[src/ppc_pkg.sv]
// Package for the profile position command handshake block.
// Assumes a single 50 MHz clock domain and a classic Wishbone slave port.
package ppc_pkg;

    localparam int unsigned CLK_HZ        = 50_000_000;
    localparam int unsigned TICK_MS       = 1;
    localparam int unsigned TICK_CYCLES   = CLK_HZ / 1000 * TICK_MS;

    // Register indices as printed; byte address is four times the index
    localparam logic [15:0] IDX_CMD_FLAGS   = 16'h6040;
    localparam logic [15:0] IDX_STATE_FLAGS = 16'h6041;
    localparam logic [15:0] IDX_OP_MODE     = 16'h6060;
    localparam logic [15:0] IDX_TARGET      = 16'h607a;
    localparam logic [15:0] IDX_LIM_MIN     = 16'h6100;
    localparam logic [15:0] IDX_LIM_MAX     = 16'h6101;
    localparam logic [15:0] IDX_POS_OPT     = 16'h60f2;
    localparam logic [15:0] IDX_PROFILE     = 16'h6086;
    localparam logic [15:0] IDX_HALT_OPT    = 16'h605d;
    localparam logic [15:0] IDX_SPEED       = 16'h6081;
    localparam logic [15:0] IDX_ACTUAL      = 16'h6064;
    localparam logic [17:0] ADDR_SHIFT_ZERO = 18'h00000;

    localparam logic [15:0] CMD_RESET       = 16'h0000;
    localparam logic signed [31:0] LIM_MIN_RESET = 32'sh8000_0000;
    localparam logic signed [31:0] LIM_MAX_RESET = 32'sh7fff_ffff;
    localparam logic [7:0]  OP_MODE_RESET   = 8'h00;
    localparam logic [7:0]  OP_MODE_PP      = 8'h01;
    localparam logic [15:0] PROFILE_JERK    = 16'h0003;

    localparam int unsigned B_NEW_SP   = 4;
    localparam int unsigned B_IMMED    = 5;
    localparam int unsigned B_REL      = 6;
    localparam int unsigned B_HALT     = 8;
    localparam int unsigned B_CHG_SP   = 9;
    localparam int unsigned S_REACHED  = 10;
    localparam int unsigned S_LIMIT    = 11;
    localparam int unsigned S_ACK      = 12;
    localparam int unsigned S_FOLLOW   = 13;

    typedef struct packed {
        logic signed [31:0] target;
        logic [31:0]        speed;
        logic               chain;
    } ppc_cmd_t;

    typedef struct packed {
        logic               start;
        ppc_cmd_t           cmd;
        logic               halt;
        logic               halt_rise;
        logic               halt_fall;
        logic [1:0]         halt_opt;
        logic               jerk_en;
    } ppc_motion_t;

    typedef enum logic [1:0] {
        ST_IDLE,
        ST_MOVING
    } ppc_state_t;

endpackage

[src/ppc_profile_position.sv]
// Profile position command handshake: flags, single-entry buffer, 1 ms sequencing.
// Assumes a trajectory generator outside that takes o_motion and reports
// arrival, window settling, feasibility and following error on plain inputs.
`timescale 1ns/100ps
`default_nettype none

// Function
// - Block acts only while operating mode equals 1.
// - Bit 4 rising starts a move; already set on mode entry also starts.
// - Bit 5 set applies new command at once; clear queues it.
// - Bit 6 picks absolute or relative; option bits 0-1 pick reference.
// - Bit 8 halts; rise brakes per halt option, fall restarts ramp.
// - Bit 9 keeps speed through the intermediate target without braking.
// - Bit 9 set passes through; both clear finishes positioning first.
// - Bit 9 ignored when ramp speed cannot be met at target.
// - Bit 10 set after last target reached and window time met.
// - Bit 11 set while demand lies outside software limits.
// - Bit 12 follows the new-setpoint bit for valid setpoints.
// - Queued command clears bit 12 once accepted; commands while set are dropped.
// - Acknowledge withheld for unreachable target or pending queued target.
// - Bit 13 set on following error beyond window for timeout.
// - Host writes target then bit 4; device acks, moves, reports reached.
// - Device clears bit 4 itself when option bits 4 and 5 allow.
// - One further target with its parameters buffered; ack clears when free.
// - Setpoint dropped when buffer full; bit 5 bypasses buffer.
// - Bit 9 holds profile speed to target; else uses end velocity.
// - Position sampled each ms; relative base is last target with option bits 0-1 clear, else latest ms sample.
// - All inputs processed once per 1 ms cycle.
// - Absolute targets clamped; outside range only moves back are taken.
// - Jerk limits only with profile type 3; 0 means no jerk limit.
module ppc_profile_position
    import ppc_pkg::*;
(
    input  wire logic               i_clk,
    input  wire logic               i_rstn,
    input  wire logic               wb_cyc_i,
    input  wire logic               wb_stb_i,
    input  wire logic               wb_we_i,
    input  wire logic [17:0]        wb_adr_i,
    input  wire logic [3:0]         wb_sel_i,
    input  wire logic [31:0]        wb_dat_i,
    output logic [31:0]             wb_dat_o,
    output logic                    wb_ack_o,
    input  wire logic               i_target_arrived,
    input  wire logic               i_in_window_timed,
    input  wire logic               i_ramp_speed_met,
    input  wire logic               i_reachable,
    input  wire logic               i_follow_error,
    input  wire logic               i_closed_loop,
    input  wire logic signed [31:0] i_actual_pos,
    output ppc_pkg::ppc_motion_t    o_motion,
    output logic                    o_busy
);
    import ppc_pkg::*;

    typedef struct packed {
        logic [15:0]        cmd;
        logic [15:0]        cmd_prev;
        logic [7:0]         op_mode;
        logic               was_pp;
        logic signed [31:0] target;
        logic signed [31:0] lim_min;
        logic signed [31:0] lim_max;
        logic [15:0]        pos_opt;
        logic [15:0]        profile;
        logic [1:0]         halt_opt;
        logic [31:0]        speed;
        logic [15:0]        tick_cnt;
        logic               ack;
        logic               reached;
        logic               limit;
        logic               follow;
        ppc_state_t         state;
        ppc_cmd_t           cur;
        ppc_cmd_t           buf_cmd;
        logic               buf_full;
        logic signed [31:0] base;
        logic signed [31:0] sample;
        ppc_motion_t        motion;
        logic               ack_r;
        logic [31:0]        rdata;
    } ppc_regs_t;

    ppc_regs_t r;
    ppc_regs_t next_r;

    // Pin-side inputs pass two flops before use
    // Position is a multi-bit word; it is only consumed at ticks, long after it settles
    logic [5:0] sync1;
    logic [5:0] sync2;
    logic signed [31:0] pos1;
    logic signed [31:0] pos2;

    always_ff @(posedge i_clk or negedge i_rstn)
    begin
        if (!i_rstn)
        begin
            sync1 <= 6'h00;
            sync2 <= 6'h00;
            pos1  <= 32'sh0;
            pos2  <= 32'sh0;
        end
        else
        begin
            sync1 <= {i_target_arrived, i_in_window_timed, i_ramp_speed_met,
                      i_reachable, i_follow_error, i_closed_loop};
            sync2 <= sync1;
            pos1  <= i_actual_pos;
            pos2  <= pos1;
        end
    end

    wire logic arrived    = sync2[5];
    wire logic in_window  = sync2[4];
    wire logic speed_met  = sync2[3];
    wire logic reachable  = sync2[2];
    wire logic follow_err = sync2[1];
    wire logic closed     = sync2[0];

    // Ack is registered and blocks the next take, so each request gets one pulse
    wire logic        req     = wb_cyc_i && wb_stb_i && !r.ack_r;
    wire logic [15:0] idx     = wb_adr_i[17:2];
    wire logic [15:0] state_w = {2'b00, r.follow, r.ack, r.limit, r.reached, 10'h000};

    always_comb
    begin
        logic               tick;
        logic               in_pp;
        logic               rise4;
        logic               rise8;
        logic               fall8;
        logic signed [31:0] ref_pos;
        logic signed [31:0] tgt;
        logic               outside;
        logic               toward;
        logic               valid;
        ppc_cmd_t           newc;
        logic               launched;

        next_r = r;
        tick   = 1'b0;
        // Locals start from a known value on every pass
        in_pp    = 1'b0;
        rise4    = 1'b0;
        rise8    = 1'b0;
        fall8    = 1'b0;
        ref_pos  = 32'sh0;
        tgt      = 32'sh0;
        outside  = 1'b0;
        toward   = 1'b0;
        valid    = 1'b0;
        newc     = '0;
        launched = 1'b0;
        next_r.ack_r = req;
        next_r.motion.start = 1'b0;
        next_r.motion.halt_rise = 1'b0;
        next_r.motion.halt_fall = 1'b0;

        // Register access; state flags are read only
        if (req)
        begin
            next_r.rdata = 32'h0;
            if (idx == IDX_CMD_FLAGS)
            begin
                next_r.rdata = {16'h0, r.cmd};
                if (wb_we_i && wb_sel_i[0])
                    next_r.cmd[7:0] = wb_dat_i[7:0];
                if (wb_we_i && wb_sel_i[1])
                    next_r.cmd[15:8] = wb_dat_i[15:8];
            end
            else if (idx == IDX_STATE_FLAGS)
                next_r.rdata = {16'h0, state_w};
            else if (idx == IDX_OP_MODE)
            begin
                next_r.rdata = {24'h0, r.op_mode};
                if (wb_we_i && wb_sel_i[0])
                    next_r.op_mode = wb_dat_i[7:0];
            end
            else if (idx == IDX_TARGET)
            begin
                next_r.rdata = r.target;
                if (wb_we_i)
                    next_r.target = wb_dat_i;
            end
            else if (idx == IDX_LIM_MIN)
            begin
                next_r.rdata = r.lim_min;
                if (wb_we_i)
                    next_r.lim_min = wb_dat_i;
            end
            else if (idx == IDX_LIM_MAX)
            begin
                next_r.rdata = r.lim_max;
                if (wb_we_i)
                    next_r.lim_max = wb_dat_i;
            end
            else if (idx == IDX_POS_OPT)
            begin
                next_r.rdata = {16'h0, r.pos_opt};
                if (wb_we_i)
                    next_r.pos_opt = wb_dat_i[15:0];
            end
            else if (idx == IDX_PROFILE)
            begin
                next_r.rdata = {16'h0, r.profile};
                if (wb_we_i)
                    next_r.profile = wb_dat_i[15:0];
            end
            else if (idx == IDX_HALT_OPT)
            begin
                next_r.rdata = {30'h0, r.halt_opt};
                if (wb_we_i)
                    next_r.halt_opt = wb_dat_i[1:0];
            end
            else if (idx == IDX_SPEED)
            begin
                next_r.rdata = r.speed;
                if (wb_we_i)
                    next_r.speed = wb_dat_i;
            end
            else if (idx == IDX_ACTUAL)
                next_r.rdata = r.sample;
        end

        // Work happens once per millisecond, so faster changes are not seen
        if (r.tick_cnt == 16'(TICK_CYCLES - 1))
        begin
            next_r.tick_cnt = 16'h0;
            tick = 1'b1;
        end
        else
            next_r.tick_cnt = r.tick_cnt + 16'h1;

        in_pp = (r.op_mode == OP_MODE_PP);
        // Edges against the held copy of the previous tick
        rise4 = r.cmd[B_NEW_SP] && (!r.cmd_prev[B_NEW_SP] || !r.was_pp);
        rise8 = r.cmd[B_HALT] && !r.motion.halt;
        fall8 = !r.cmd[B_HALT] && r.motion.halt;

        // Relative reference: last target or the latest tick's position sample
        ref_pos = (r.pos_opt[1:0] == 2'b00) ? r.base : r.sample;
        tgt = r.cmd[B_REL] ? (ref_pos + r.target) : r.target;
        outside = (r.sample < r.lim_min) || (r.sample > r.lim_max);
        toward  = (r.sample < r.lim_min) ? (tgt > r.sample) : (tgt < r.sample);
        if (!r.cmd[B_REL])
        begin
            if (tgt < r.lim_min)
                tgt = r.lim_min;
            else if (tgt > r.lim_max)
                tgt = r.lim_max;
        end
        // Refused commands fall through with motion and buffer untouched
        valid = reachable && (!outside || toward);
        newc.target = tgt;
        newc.speed  = r.speed;
        newc.chain  = r.cmd[B_CHG_SP] && speed_met;

        if (tick)
        begin
            next_r.cmd_prev = r.cmd;
            next_r.was_pp = in_pp;
            next_r.sample = pos2;
            next_r.limit = in_pp && ((r.cur.target < r.lim_min)
                                     || (r.cur.target > r.lim_max));
            next_r.follow = in_pp && closed && follow_err;
            next_r.motion.jerk_en = (r.profile == PROFILE_JERK);
            next_r.motion.halt = in_pp && r.cmd[B_HALT];
            next_r.motion.halt_rise = in_pp && rise8;
            next_r.motion.halt_fall = in_pp && fall8;
            next_r.motion.halt_opt = r.halt_opt;

            if (in_pp)
            begin
                // Acknowledge drops with the setpoint bit once nothing waits
                if (!r.cmd[B_NEW_SP] && !r.buf_full)
                    next_r.ack = 1'b0;
                if (rise4 && valid && !r.ack)
                begin
                    if (r.state == ST_IDLE || r.cmd[B_IMMED])
                    begin
                        next_r.cur = newc;
                        next_r.motion.start = 1'b1;
                        next_r.motion.cmd = newc;
                        next_r.state = ST_MOVING;
                        next_r.reached = 1'b0;
                        next_r.ack = 1'b1;
                        launched = 1'b1;
                    end
                    else if (!r.buf_full)
                    begin
                        next_r.buf_cmd = newc;
                        next_r.buf_full = 1'b1;
                        next_r.ack = 1'b1;
                    end
                    // Self-clear lets the host raise bit 4 again without writing 0
                    if (r.pos_opt[5:4] != 2'b00)
                        next_r.cmd[B_NEW_SP] = 1'b0;
                end

                // A move launched this tick must not be retired by the old arrival
                if (r.state == ST_MOVING && arrived && !launched)
                begin
                    next_r.base = r.cur.target;
                    if (r.buf_full && (r.cur.chain || in_window))
                    begin
                        next_r.cur = r.buf_cmd;
                        next_r.motion.cmd = r.buf_cmd;
                        next_r.motion.start = 1'b1;
                        next_r.buf_full = 1'b0;
                        if (!r.cmd[B_NEW_SP])
                            next_r.ack = 1'b0;
                    end
                    else if (!r.buf_full && in_window)
                    begin
                        next_r.state = ST_IDLE;
                        next_r.reached = 1'b1;
                    end
                end
            end
            else
            begin
                // Leaving the mode drops any queued move and the acknowledge
                next_r.state = ST_IDLE;
                next_r.buf_full = 1'b0;
                next_r.ack = 1'b0;
            end
        end
    end

    always_ff @(posedge i_clk or negedge i_rstn)
    begin
        if (!i_rstn)
        begin
            // Limits open wide, so nothing is clamped until software sets them
            r.cmd      <= CMD_RESET;
            r.cmd_prev <= CMD_RESET;
            r.op_mode  <= OP_MODE_RESET;
            r.was_pp   <= 1'b0;
            r.target   <= 32'sh0;
            r.lim_min  <= LIM_MIN_RESET;
            r.lim_max  <= LIM_MAX_RESET;
            r.pos_opt  <= 16'h0000;
            r.profile  <= 16'h0000;
            r.halt_opt <= 2'b00;
            r.speed    <= 32'h0;
            r.tick_cnt <= 16'h0000;
            r.ack      <= 1'b0;
            r.reached  <= 1'b0;
            r.limit    <= 1'b0;
            r.follow   <= 1'b0;
            r.state    <= ST_IDLE;
            r.cur      <= '0;
            r.buf_cmd  <= '0;
            r.buf_full <= 1'b0;
            r.base     <= 32'sh0;
            r.sample   <= 32'sh0;
            r.motion   <= '0;
            r.ack_r    <= 1'b0;
            r.rdata    <= 32'h0;
        end
        else
            r <= next_r;
    end

    assign wb_ack_o = r.ack_r;
    assign wb_dat_o = r.rdata;
    assign o_motion = r.motion;
    assign o_busy   = (r.state == ST_MOVING);

endmodule
`default_nettype wire

[config.mk]
export PLATFORM = sky130hd
export DESIGN_NAME = ppc_profile_position
export DESIGN_NICKNAME = d
export VERILOG_FILES = /design/src/ppc_pkg.sv /design/src/ppc_profile_position.sv
export SDC_FILE = /design/constraint.sdc
export NUM_CORES = 1
export LEC_CHECK = 0
export BUFFER_PORTS_ARGS = -buffer_cell sky130_fd_sc_hd__buf_2
export CAP_MARGIN = 20
export CORE_ASPECT_RATIO = 1.25
export CORE_UTILIZATION = 62
export DETAILED_ROUTE_END_ITERATION = 6
export PLACE_DENSITY = 0.88
export SYNTH_ARGS = -nofsm -noshare
export SYNTH_HDL_FRONTEND = slang
export SYNTH_SLANG_ARGS = --single-unit
[constraint.sdc]
create_clock -name i_clk -period 7.8 [get_ports i_clk]
set_input_delay 1.95 -clock i_clk [delete_from_list [all_inputs] [get_ports i_clk]]
set_output_delay 1.95 -clock i_clk [all_outputs]
set_load 0.02 [all_outputs]
# [Word level (Yosys, flattened, before mapping)]
# Cells that the tools add are included.
[op_classes] add_sub_neg=2 muxes=59 div_mod_pow=0 n_reduce_logical=54 shifts=0 bitwise_logic=11 n_eq_ne=15 order_cmp=8 multipliers=0
[ops] cell="$mux 32" count=16
[ops] cell="$mux 66" count=7
[ops] cell="$eq 16x15->1 const B" count=11
[ops] cell="$mux 67" count=2
[ops] cell="$mux 133" count=1
[ops] cell="$gt 32x32->1" count=4
[ops] cell="$lt 32x32->1" count=4
[ops] cell="$mux 72" count=1
[ops] cell="$mux 65" count=1
[ops] cell="$mux 33" count=1
[ops] cell="$add 32x32->32" count=1
[ops] cell="$logic_and 1x1->1" count=22
[ops] cell="$mux 1" count=21
[ops] cell="$add 16x1->16 const B" count=1
[ops] cell="$eq 16x16->1 const B" count=1
[ops] cell="$eq 16x2->1 const B" count=1
[ops] cell="$mux 16" count=1
[ops] cell="$mux 5" count=3
[ops] cell="$reduce_and 12->1" count=1
[ops] cell="$not 1->1" count=11
[ops] cell="$reduce_and 11->1" count=1
[ops] cell="$logic_not 1->1" count=10
[ops] cell="$mux 2" count=5
[ops] cell="$reduce_and 10->1" count=1
[ops] cell="12 further kinds" count=21
[word_totals] elab_cells=192 regBits=590 mem_count=0 in_bits=97 rom_bits=0 ramBits=0 latch_bits=0

# [Longest topological paths before layout]
# Gate-level depths: netlist of run 1.
[depth] ltp_word=18 depth_mapped=27 ltp_nobuf=24

# [Worst setup path after synthesis of run 1]
# No wires, ideal clock.
[synth_path] path_kind="reg2reg" from="register r[373] in the netlist's numbering" to="register r[274] in the netlist's numbering" path_stages_with_launch=25 required_time_ns=7.676 setup_time_ns=0.124 arrival_ns=5.717 setup_slack_ns=1.959 path_cell_list="dfrtp_1 nor2_1 clkbuf_1 nand2_1 o21ai_0 ha_1 a21o_1 a21oi_1 a21boi_0 o311ai_0 nand2_1 a311oi_1 mux2i_1 a21o_1 ha_1 nand4_1 nor4_2 nor2_1 a31o_1 a41o_4 or3_4 a221o_2 buf_6 o22ai_1 nor2_1"
[synth_via] elab_chain_cells=16 elab_cells_between_ends=25 cone_classes="1 x add/sub; 4 x order compare; 13 x mux; 7 x reduce/logical"
[synth_lines] item="start: declaration" line_no="ppc_profile_position.sv:84" source="ppc_regs_t r;"
[synth_lines] item="$logic_not 2->1 (*)" line_no="ppc_profile_position.sv:241" source="ref_pos = (r.pos_opt[1:0] == 2'b00) ? r.base : r.sample;"
[synth_lines] item="$mux 32 (*)" line_no="ppc_profile_position.sv:241"
[synth_lines] item="$add 32x32->32 (*)" line_no="ppc_profile_position.sv:242" source="tgt = r.cmd[B_REL] ? (ref_pos + r.target) : r.target;"
[synth_lines] item="$mux 32 (*)" line_no="ppc_profile_position.sv:242"
[synth_lines] item="$lt 32x32->1 or $gt 32x32->1 (tied branches)" line_no="ppc_profile_position.sv:244" source="toward = (r.sample < r.lim_min) ? (tgt > r.sample) : (tgt < r.sample);"
[synth_lines] item="$mux 1" line_no="ppc_profile_position.sv:244"
[synth_lines] item="$logic_or 1x1->1" line_no="ppc_profile_position.sv:253" source="valid = reachable && (!outside || toward);"
[synth_lines] item="$logic_and 1x1->1" line_no="ppc_profile_position.sv:253"
[synth_lines] item="$logic_and 1x1->1 (2 in series)" line_no="ppc_profile_position.sv:277" source="if (rise4 && valid && !r.ack)"
[synth_lines] item="$mux 1" line_no="ppc_profile_position.sv:277"
[synth_lines] item="$mux 1" line_no="ppc_profile_position.sv:272" source="if (in_pp)"
[synth_lines] item="$mux 1" line_no="ppc_profile_position.sv:258" source="if (tick)"
[synth_lines] item="$logic_not 1->1" line_no="ppc_profile_position.sv:301" source="if (r.state == ST_MOVING && arrived && !launched)"
[synth_lines] item="$logic_and 1x1->1" line_no="ppc_profile_position.sv:301"
[synth_lines] item="$mux 67 (*)" line_no="ppc_profile_position.sv:301"
# Every way passes the cells marked *; elsewhere a longest branch is shown, timed or not. The select of a mux whose other input is x is not followed.
# A chain may end at the register's enable or synchronous reset.

# [Worst setup path in the final report of run 1]
[layout_path] from="register r[373] in the netlist's numbering" to="register r, in the netlist o_motion[21]"
[layout_via] elab_chain_cells=16 elab_cells_between_ends=19 cone_classes="1 x add/sub; 2 x order compare; 9 x mux; 7 x reduce/logical"
[layout_lines] item="$logic_not 2->1 (*)" line_no="ppc_profile_position.sv:241"
[layout_lines] item="$mux 32 (*)" line_no="ppc_profile_position.sv:241"
[layout_lines] item="$add 32x32->32 (*)" line_no="ppc_profile_position.sv:242"
[layout_lines] item="$mux 32 (*)" line_no="ppc_profile_position.sv:242"
[layout_lines] item="$lt 32x32->1 or $gt 32x32->1 (tied branches)" line_no="ppc_profile_position.sv:244"
[layout_lines] item="$mux 1 (*)" line_no="ppc_profile_position.sv:244"
[layout_lines] item="$logic_or 1x1->1 (*)" line_no="ppc_profile_position.sv:253"
[layout_lines] item="$logic_and 1x1->1 (*)" line_no="ppc_profile_position.sv:253"
[layout_lines] item="$logic_and 1x1->1 (*) (2 in series)" line_no="ppc_profile_position.sv:277"
[layout_lines] item="$mux 1" line_no="ppc_profile_position.sv:277"
[layout_lines] item="$mux 1" line_no="ppc_profile_position.sv:272"
[layout_lines] item="$mux 1" line_no="ppc_profile_position.sv:258"
[layout_lines] item="$logic_not 1->1" line_no="ppc_profile_position.sv:301"
[layout_lines] item="$logic_and 1x1->1" line_no="ppc_profile_position.sv:301"
[layout_lines] item="$mux 66 (*)" line_no="ppc_profile_position.sv:301"
# Marks and branches as above.

==> impl_metrics.env, run 1 <==
export IMPL_p_leak_nw=17.8
export IMPL_drt_wl_total_um=111000
export IMPL_drtIter0Drc=2902
export IMPL_synth_seq_cells=554
export IMPL_via_per_inst=6.76
export IMPL_synth_top_flop_cell="dfrtp_1"
export IMPL_ys_warn_count=0
export IMPL_grt_pass1_vias=27200
export IMPL_grt_ovfl_total=0
export IMPL_ant_nets=0
export IMPL_coreArea_mm2=0.0496
export IMPL_grt_pass1_wl_um=164000
export IMPL_die_area_mm2=0.0515
export IMPL_switchingPower_w=0.00137
export IMPL_grt_usage=0.431
export IMPL_synth_edf_count=0
export IMPL_hold_viol=0
export IMPL_path_max_fanout=17
export IMPL_cts_path_max_buffers=3
export IMPL_io_pins=203
export IMPL_swShare=0.234
export IMPL_worstPathArrival_ps=7880
export IMPL_fin_skew_ps=40.6
export IMPL_die_w_um=203
export IMPL_synthDistinctLibCells=99
export IMPL_drive_gt1_frac=0.215
export IMPL_pwr_share_clk=0.474
export IMPL_cts_resized=0
export IMPL_period_share=0.939
export IMPL_fmaxAchievable_ghz=0.137
export IMPL_ir_drop_uv=254
export IMPL_p_int_w=0.00448
export IMPL_crit_path_end_kind="flip-flop"
export IMPL_syn_cell_area_mm2=0.0313
export IMPL_synth_fp_nets=3484
export IMPL_gp_congestion=1.04
export IMPL_vias=26900
export IMPL_post_cts_buffers=0
export IMPL_syn_area_per_cell_um2=10.0
export IMPL_hold_path_class="reg -> reg"
export IMPL_relSlewSlack=0.243
export IMPL_timing_setup_tns_ps=0
export IMPL_clk_pin_slew_ps=70
export IMPL_htreeDepth=2
export IMPL_nets=3638
export IMPL_grt_max_degree=153
export IMPL_powerDensity_mw_per_mm2=167
export IMPL_drv_slew=0
export IMPL_slowest_delay_ps=700
export IMPL_critical_path_required_ps=8360
export IMPL_clock_sinks=554
export IMPL_utilization=0.705
export IMPL_status="finished, violations left"
export IMPL_drc_errors=4
export IMPL_setup_viol=0
export IMPL_worstSetupPathType="reg -> reg"
export IMPL_worst_setup_path_start_kind="flip-flop"
export IMPL_syn_to_final_growth_pct=11.7
export IMPL_ys_seq_area_frac=0.444
export IMPL_start_util=0.631
export IMPL_p_seq_frac=0.499
export IMPL_wl_per_cell_um=27.8
export IMPL_async_flop_share=1.00
export IMPL_cp_slowest_cell="o41ai_2"
export IMPL_io_buffers=198
export IMPL_dp_hpwl_um=81000
export IMPL_failed_checks="DRC"
export IMPL_netlist_instances=3133
export IMPL_period_needed_ps=7320
export IMPL_rsz0062_at_grt="no"
export IMPL_die_h_um=253
export IMPL_p_comb_frac=0.027
export IMPL_tritoncts="yes"
export IMPL_core_rowCount=91
export IMPL_dr_pass1_iters=7
export IMPL_worst_slew_pin_transition_ps=1140
export IMPL_worst_skew_pair_late_latency_ps=670
export IMPL_cts_root_buf="clkbuf_16"
export IMPL_cpMostUsedCell="buf_4"
export IMPL_drv_cap=0
export IMPL_antenna_found_initial=3
export IMPL_numCtsBuffers=54
export IMPL_holdBufCountCts=0
worst max-delay path, delay by kind of cell, from the launching register on:
family | cells | cell delay (ps)
AO/OA/AOI/OAI | 11 | 2750
adder cells (fa/ha/maj) | 2 | 560
buffers and inverters | 6 | 1300
flip-flops | 1 | 420
AND/OR/NAND/NOR | 8 | 2160
kinds of logic after synthesis:
logic type	count (synthesis)	share of synthesized area
xor+xnor	31	0.00866
simple gates	896	0.133
flops	554	0.444
compound gates	751	0.162
buf+inv	422	0.0681
mux	225	0.0831
fa+ha+maj	254	0.102
cell usage in the layout (no fill, tap or decap), drive strengths merged, types with 66 or more instances in the layout:
master	netlist	final
mux2	192	192
nor3	71	71
ha	253	253
o21ai	229	229
inv	167	170
a22oi	66	66
nand2	424	424
clkbuf	87	73
nand3	69	69
dfrtp	522	522
buf	167	350
nor2	144	144
a21oi	104	104
final cells by class:
type / instances / area, um^2
Clock buffer: 71 / 1510
Clock inverter: 30 / 352
Inverter: 168 / 631
Antenna cell: 1 / 2.50
Sequential cell: 554 / 13900
Multi-Input combinational cell: 2157 / 15400
Fill cell: 3476 / 14600
Timing Repair Buffer: 352 / 2440
Tap cell: 651 / 815
cells in the mapped netlist, types with 28 or more instances:
| cell type | instances | share of area |
|---|---|---|
| mux2_2 | 162 | 0.058 |
| dfstp_2 | 32 | 0.027 |
| mux2i_1 | 33 | 0.011 |
| buf_4 | 107 | 0.026 |
| o21ai_0 | 219 | 0.035 |
| inv_1 | 167 | 0.020 |
| nand4_1 | 58 | 0.012 |
| nand2_1 | 424 | 0.051 |
| ha_1 | 253 | 0.10 |
| a21o_1 | 63 | 0.015 |
| o22ai_1 | 44 | 0.0088 |
| nor2_1 | 142 | 0.017 |
| a22oi_1 | 66 | 0.016 |
| dfrtp_1 | 522 | 0.42 |
| nand3_1 | 69 | 0.011 |
| buf_2 | 43 | 0.0069 |
| mux2_4 | 30 | 0.014 |
| a21oi_1 | 103 | 0.016 |
| o221ai_1 | 28 | 0.0078 |
| nor3_1 | 67 | 0.011 |
| clkbuf_1 | 87 | 0.010 |
metrics by stage:
stage                     cells  cell area [um^2]  hold WS, ps  setup WS, ps  total power [W]
after floorplan            3133             31300          331          1960          0.00301
after global placement     3878             33100          332           886          0.00312
after detailed placement   3879             33100          335           730          0.00312
after CTS                  3980             35000          334           663          0.00586
after global routing       3983             35000          334           117          0.00597
final                      3984             35000          339           476          0.00585
metal layers:
layer  share of wire  vias up  wire, um  global-route usage
met5         0.00021        -        23                   0
met3           0.076      626      8360              0.0699
met4            0.11        4     11800               0.378
met1            0.34    13000     37600               0.479
met2            0.48     1752     52900               0.720
li1                -    11500         -                   -
power by group through the flow:
| stage | Sequential, W | Clock, W | Combinational, W |
|---|---|---|---|
| floorplan | 0.00296 | 0 | 0.0000460 |
| global placement | 0.00297 | 0 | 0.000149 |
| detailed placement | 0.00297 | 0 | 0.000155 |
| CTS | 0.00292 | 0.00278 | 0.000157 |
| global route | 0.00292 | 0.00288 | 0.000171 |
| finish | 0.00292 | 0.00277 | 0.000157 |
registers in the layout, indices dropped and copies added (netlist names):
name	cells
sync1	6
wb_ack_o	1
wb_dat_o	32
pos1	32
pos2	32
r	373
sync2	6
o_motion	72
final timing paths:
| path | slack [ps] | start | cells past startpoint | endpoint |
|---|---|---|---|---|
| min in group asynchronous | 1320 | i_rstn | 1 | r[141] |
| worst max register to register | 480 | r[373] | 27 | o_motion[21] |
| worst max-delay path | 480 | r[373] | 27 | o_motion[21] |
| max in group asynchronous | 5020 | i_rstn | 2 | r[447] |
| worst min register to register | 340 | pos1[16] | 0 | pos2[16] |
| worst min-delay path | 340 | pos1[16] | 0 | pos2[16] |
Power figures use the tool's default switching activity.
==> run 2: changes to the inputs <==
--- a/config.mk
+++ b/config.mk
@@ -8,9 +8,9 @@
 export BUFFER_PORTS_ARGS = -buffer_cell sky130_fd_sc_hd__buf_2
 export CAP_MARGIN = 20
 export CORE_ASPECT_RATIO = 1.25
-export CORE_UTILIZATION = 62
+export CORE_UTILIZATION = 58
 export DETAILED_ROUTE_END_ITERATION = 6
-export PLACE_DENSITY = 0.88
+export PLACE_DENSITY = 0.84
 export SYNTH_ARGS = -nofsm -noshare
 export SYNTH_HDL_FRONTEND = slang
 export SYNTH_SLANG_ARGS = --single-unit
==> impl_metrics.env, run 2 (synthesized netlist as in run 1, its figures left out) <==
export IMPL_worstSetupPathType="reg -> reg"
export IMPL_holdBufCountCts=0
export IMPL_post_cts_buffers=0
export IMPL_critical_path_required_ps=8290
export IMPL_powerDensity_mw_per_mm2=170
export IMPL_die_w_um=210
export IMPL_drt_wl_total_um=102000
export IMPL_grt_pass1_wl_um=153000
export IMPL_min_to="pos2[19]"
export IMPL_period_share=0.916
export IMPL_grt_ovfl_total=0
export IMPL_drive_gt1_frac=0.207
export IMPL_hold_viol=0
export IMPL_start_util=0.591
export IMPL_cp_slowest_cell="o21ai_4"
export IMPL_ir_drop_uv=198
export IMPL_setup_viol=0
export IMPL_top_register="r"
export IMPL_via_per_inst=6.53
export IMPL_path_max_fanout=63
export IMPL_cts_resized=0
export IMPL_slowest_delay_ps=680
export IMPL_whs_path_depth=0
export IMPL_io_buffers=198
export IMPL_cts_root_buf="clkbuf_16"
export IMPL_failed_checks="DRC"
export IMPL_rsz0062_at_grt="no"
export IMPL_utilization=0.659
export IMPL_dpl_instance_area_mm2=0.0330
export IMPL_fin_skew_ps=28.1
export IMPL_clk_pin_slew_ps=70
export IMPL_hold_path_class="reg -> reg"
export IMPL_worstPathArrival_ps=7640
export IMPL_whs_ps=342
export IMPL_layout_commonest_cell="dfrtp_1"
export IMPL_multi_input_area_mm2=0.0154
export IMPL_io_pins=203
export IMPL_r2r_end="r[294]"
export IMPL_relSlewSlack=0.242
export IMPL_p_leak_nw=17.7
export IMPL_seq_area_mm2=0.0139
export IMPL_grt_usage=0.372
export IMPL_cpMostUsedCell="buf_4"
export IMPL_fmaxAchievable_ghz=0.140
export IMPL_worst_slew_pin_transition_ps=1110
export IMPL_final_cell_mix="521 x dfrtp_1, 424 x nand2_1, 253 x ha_1"
export IMPL_nets=3610
export IMPL_wl_per_cell_um=25.4
export IMPL_vias=26300
export IMPL_dr_pass1_iters=7
export IMPL_r2r_cells=29
export IMPL_numCtsBuffers=55
export IMPL_die_h_um=262
export IMPL_worst_skew_pair_late_latency_ps=640
export IMPL_cts_path_max_buffers=3
export IMPL_largest_register_ffs=373
export IMPL_worst_setup_path_start_kind="flip-flop"
export IMPL_reg2reg_from="r[373]"
export IMPL_clock_sinks=554
export IMPL_stdcell_area_mm2=0.0350
export IMPL_syn_to_final_growth_pct=11.5
export IMPL_coreArea_mm2=0.0530
export IMPL_drv_slew=0
export IMPL_drtIter0Drc=3087
export IMPL_status="finished, violations left"
export IMPL_ant_nets=0
export IMPL_holdCritStartpoint="pos1[19]"
export IMPL_grt_max_degree=180
export IMPL_tritoncts="yes"
export IMPL_reg2reg_slack_ps=650
export IMPL_timing_setup_tns_ps=0
export IMPL_drv_cap=0
export IMPL_nFillCells=4066
export IMPL_drc_errors=29
export IMPL_gp_congestion=1.04
export IMPL_dp_hpwl_um=73700
export IMPL_htreeDepth=2
export IMPL_finalPower_w=0.00594
export IMPL_period_needed_ps=7150
export IMPL_crit_path_end_kind="flip-flop"
export IMPL_antenna_found_initial=5
export IMPL_die_area_mm2=0.0550
export IMPL_grt_pass1_vias=26100
export IMPL_core_rowCount=94
[run 2: cell count changes in the layout (fill, tap and decap cells not counted), sizes merged]
cell	previous run	this run
buf	350	322
bufinv	5	8
clkbuf	73	77
clkinv	16	10
clkinvlp	7	1
dlymetal6s2s	0	1
inv	170	171
[run 2: critical path: cells and delay by family, from the launching register on]
family                     cells  cell delay, ps
muxes                          1             300
and+or+nand+nor                6             710
buffers and inverters          7            1360
DFF                            1             420
AOI/OAI and AO/OA             12            3220
adders and majority gates      3             910
[run 2: metal layers]
| metal | up-vias | share of wire | GRT usage |
|---|---|---|---|
| li1 | 11500 | - | - |
| met1 | 12800 | 0.35 | 0.430 |
| met2 | 1505 | 0.48 | 0.623 |
| met3 | 522 | 0.076 | 0.0638 |
| met4 | 8 | 0.089 | 0.282 |
| met5 | - | 0.00057 | 0 |
[run 2: worst max-delay path by stage]
stage          startpoint            to  slack (ps)  cells after the start
4_1_cts            r[373]        r[294]         850                     29
6_report           r[373]        r[294]         650                     29
2_1_floorplan      r[373]        r[274]        1960                     24
3_5_place_dp       r[373]        r[294]         920                     29
5_1_grt            r[373]        r[289]         270                     30
3_3_place_gp       r[373]  o_motion[68]        1080                     29
[run 2: power breakdown]
part	internal [W]	switching, W
combinational	0.0000375	0.000116
sequential	0.00290	0.0000141
clock	0.00167	0.00120
total	0.00461	0.00133
[run 2: stage by stage]
| stage | worst slack, ps | cells |
|---|---|---|
| finish | 655 | 4022 |
| global route | 266 | 4021 |
| CTS | 850 | 4020 |
| detailed placement | 916 | 3921 |
| global placement | 1080 | 3921 |
| floorplan | 1960 | 3133 |
[run 2: cell type report]
class,count,area share
Timing Repair Buffer,323,0.0635
Inverter,168,0.0180
Multi-Input combinational cell,2157,0.440
Clock inverter,22,0.0105
Clock buffer,77,0.0446
Sequential cell,554,0.398
Antenna cell,1,0.0000716
Tap cell,720,0.0258
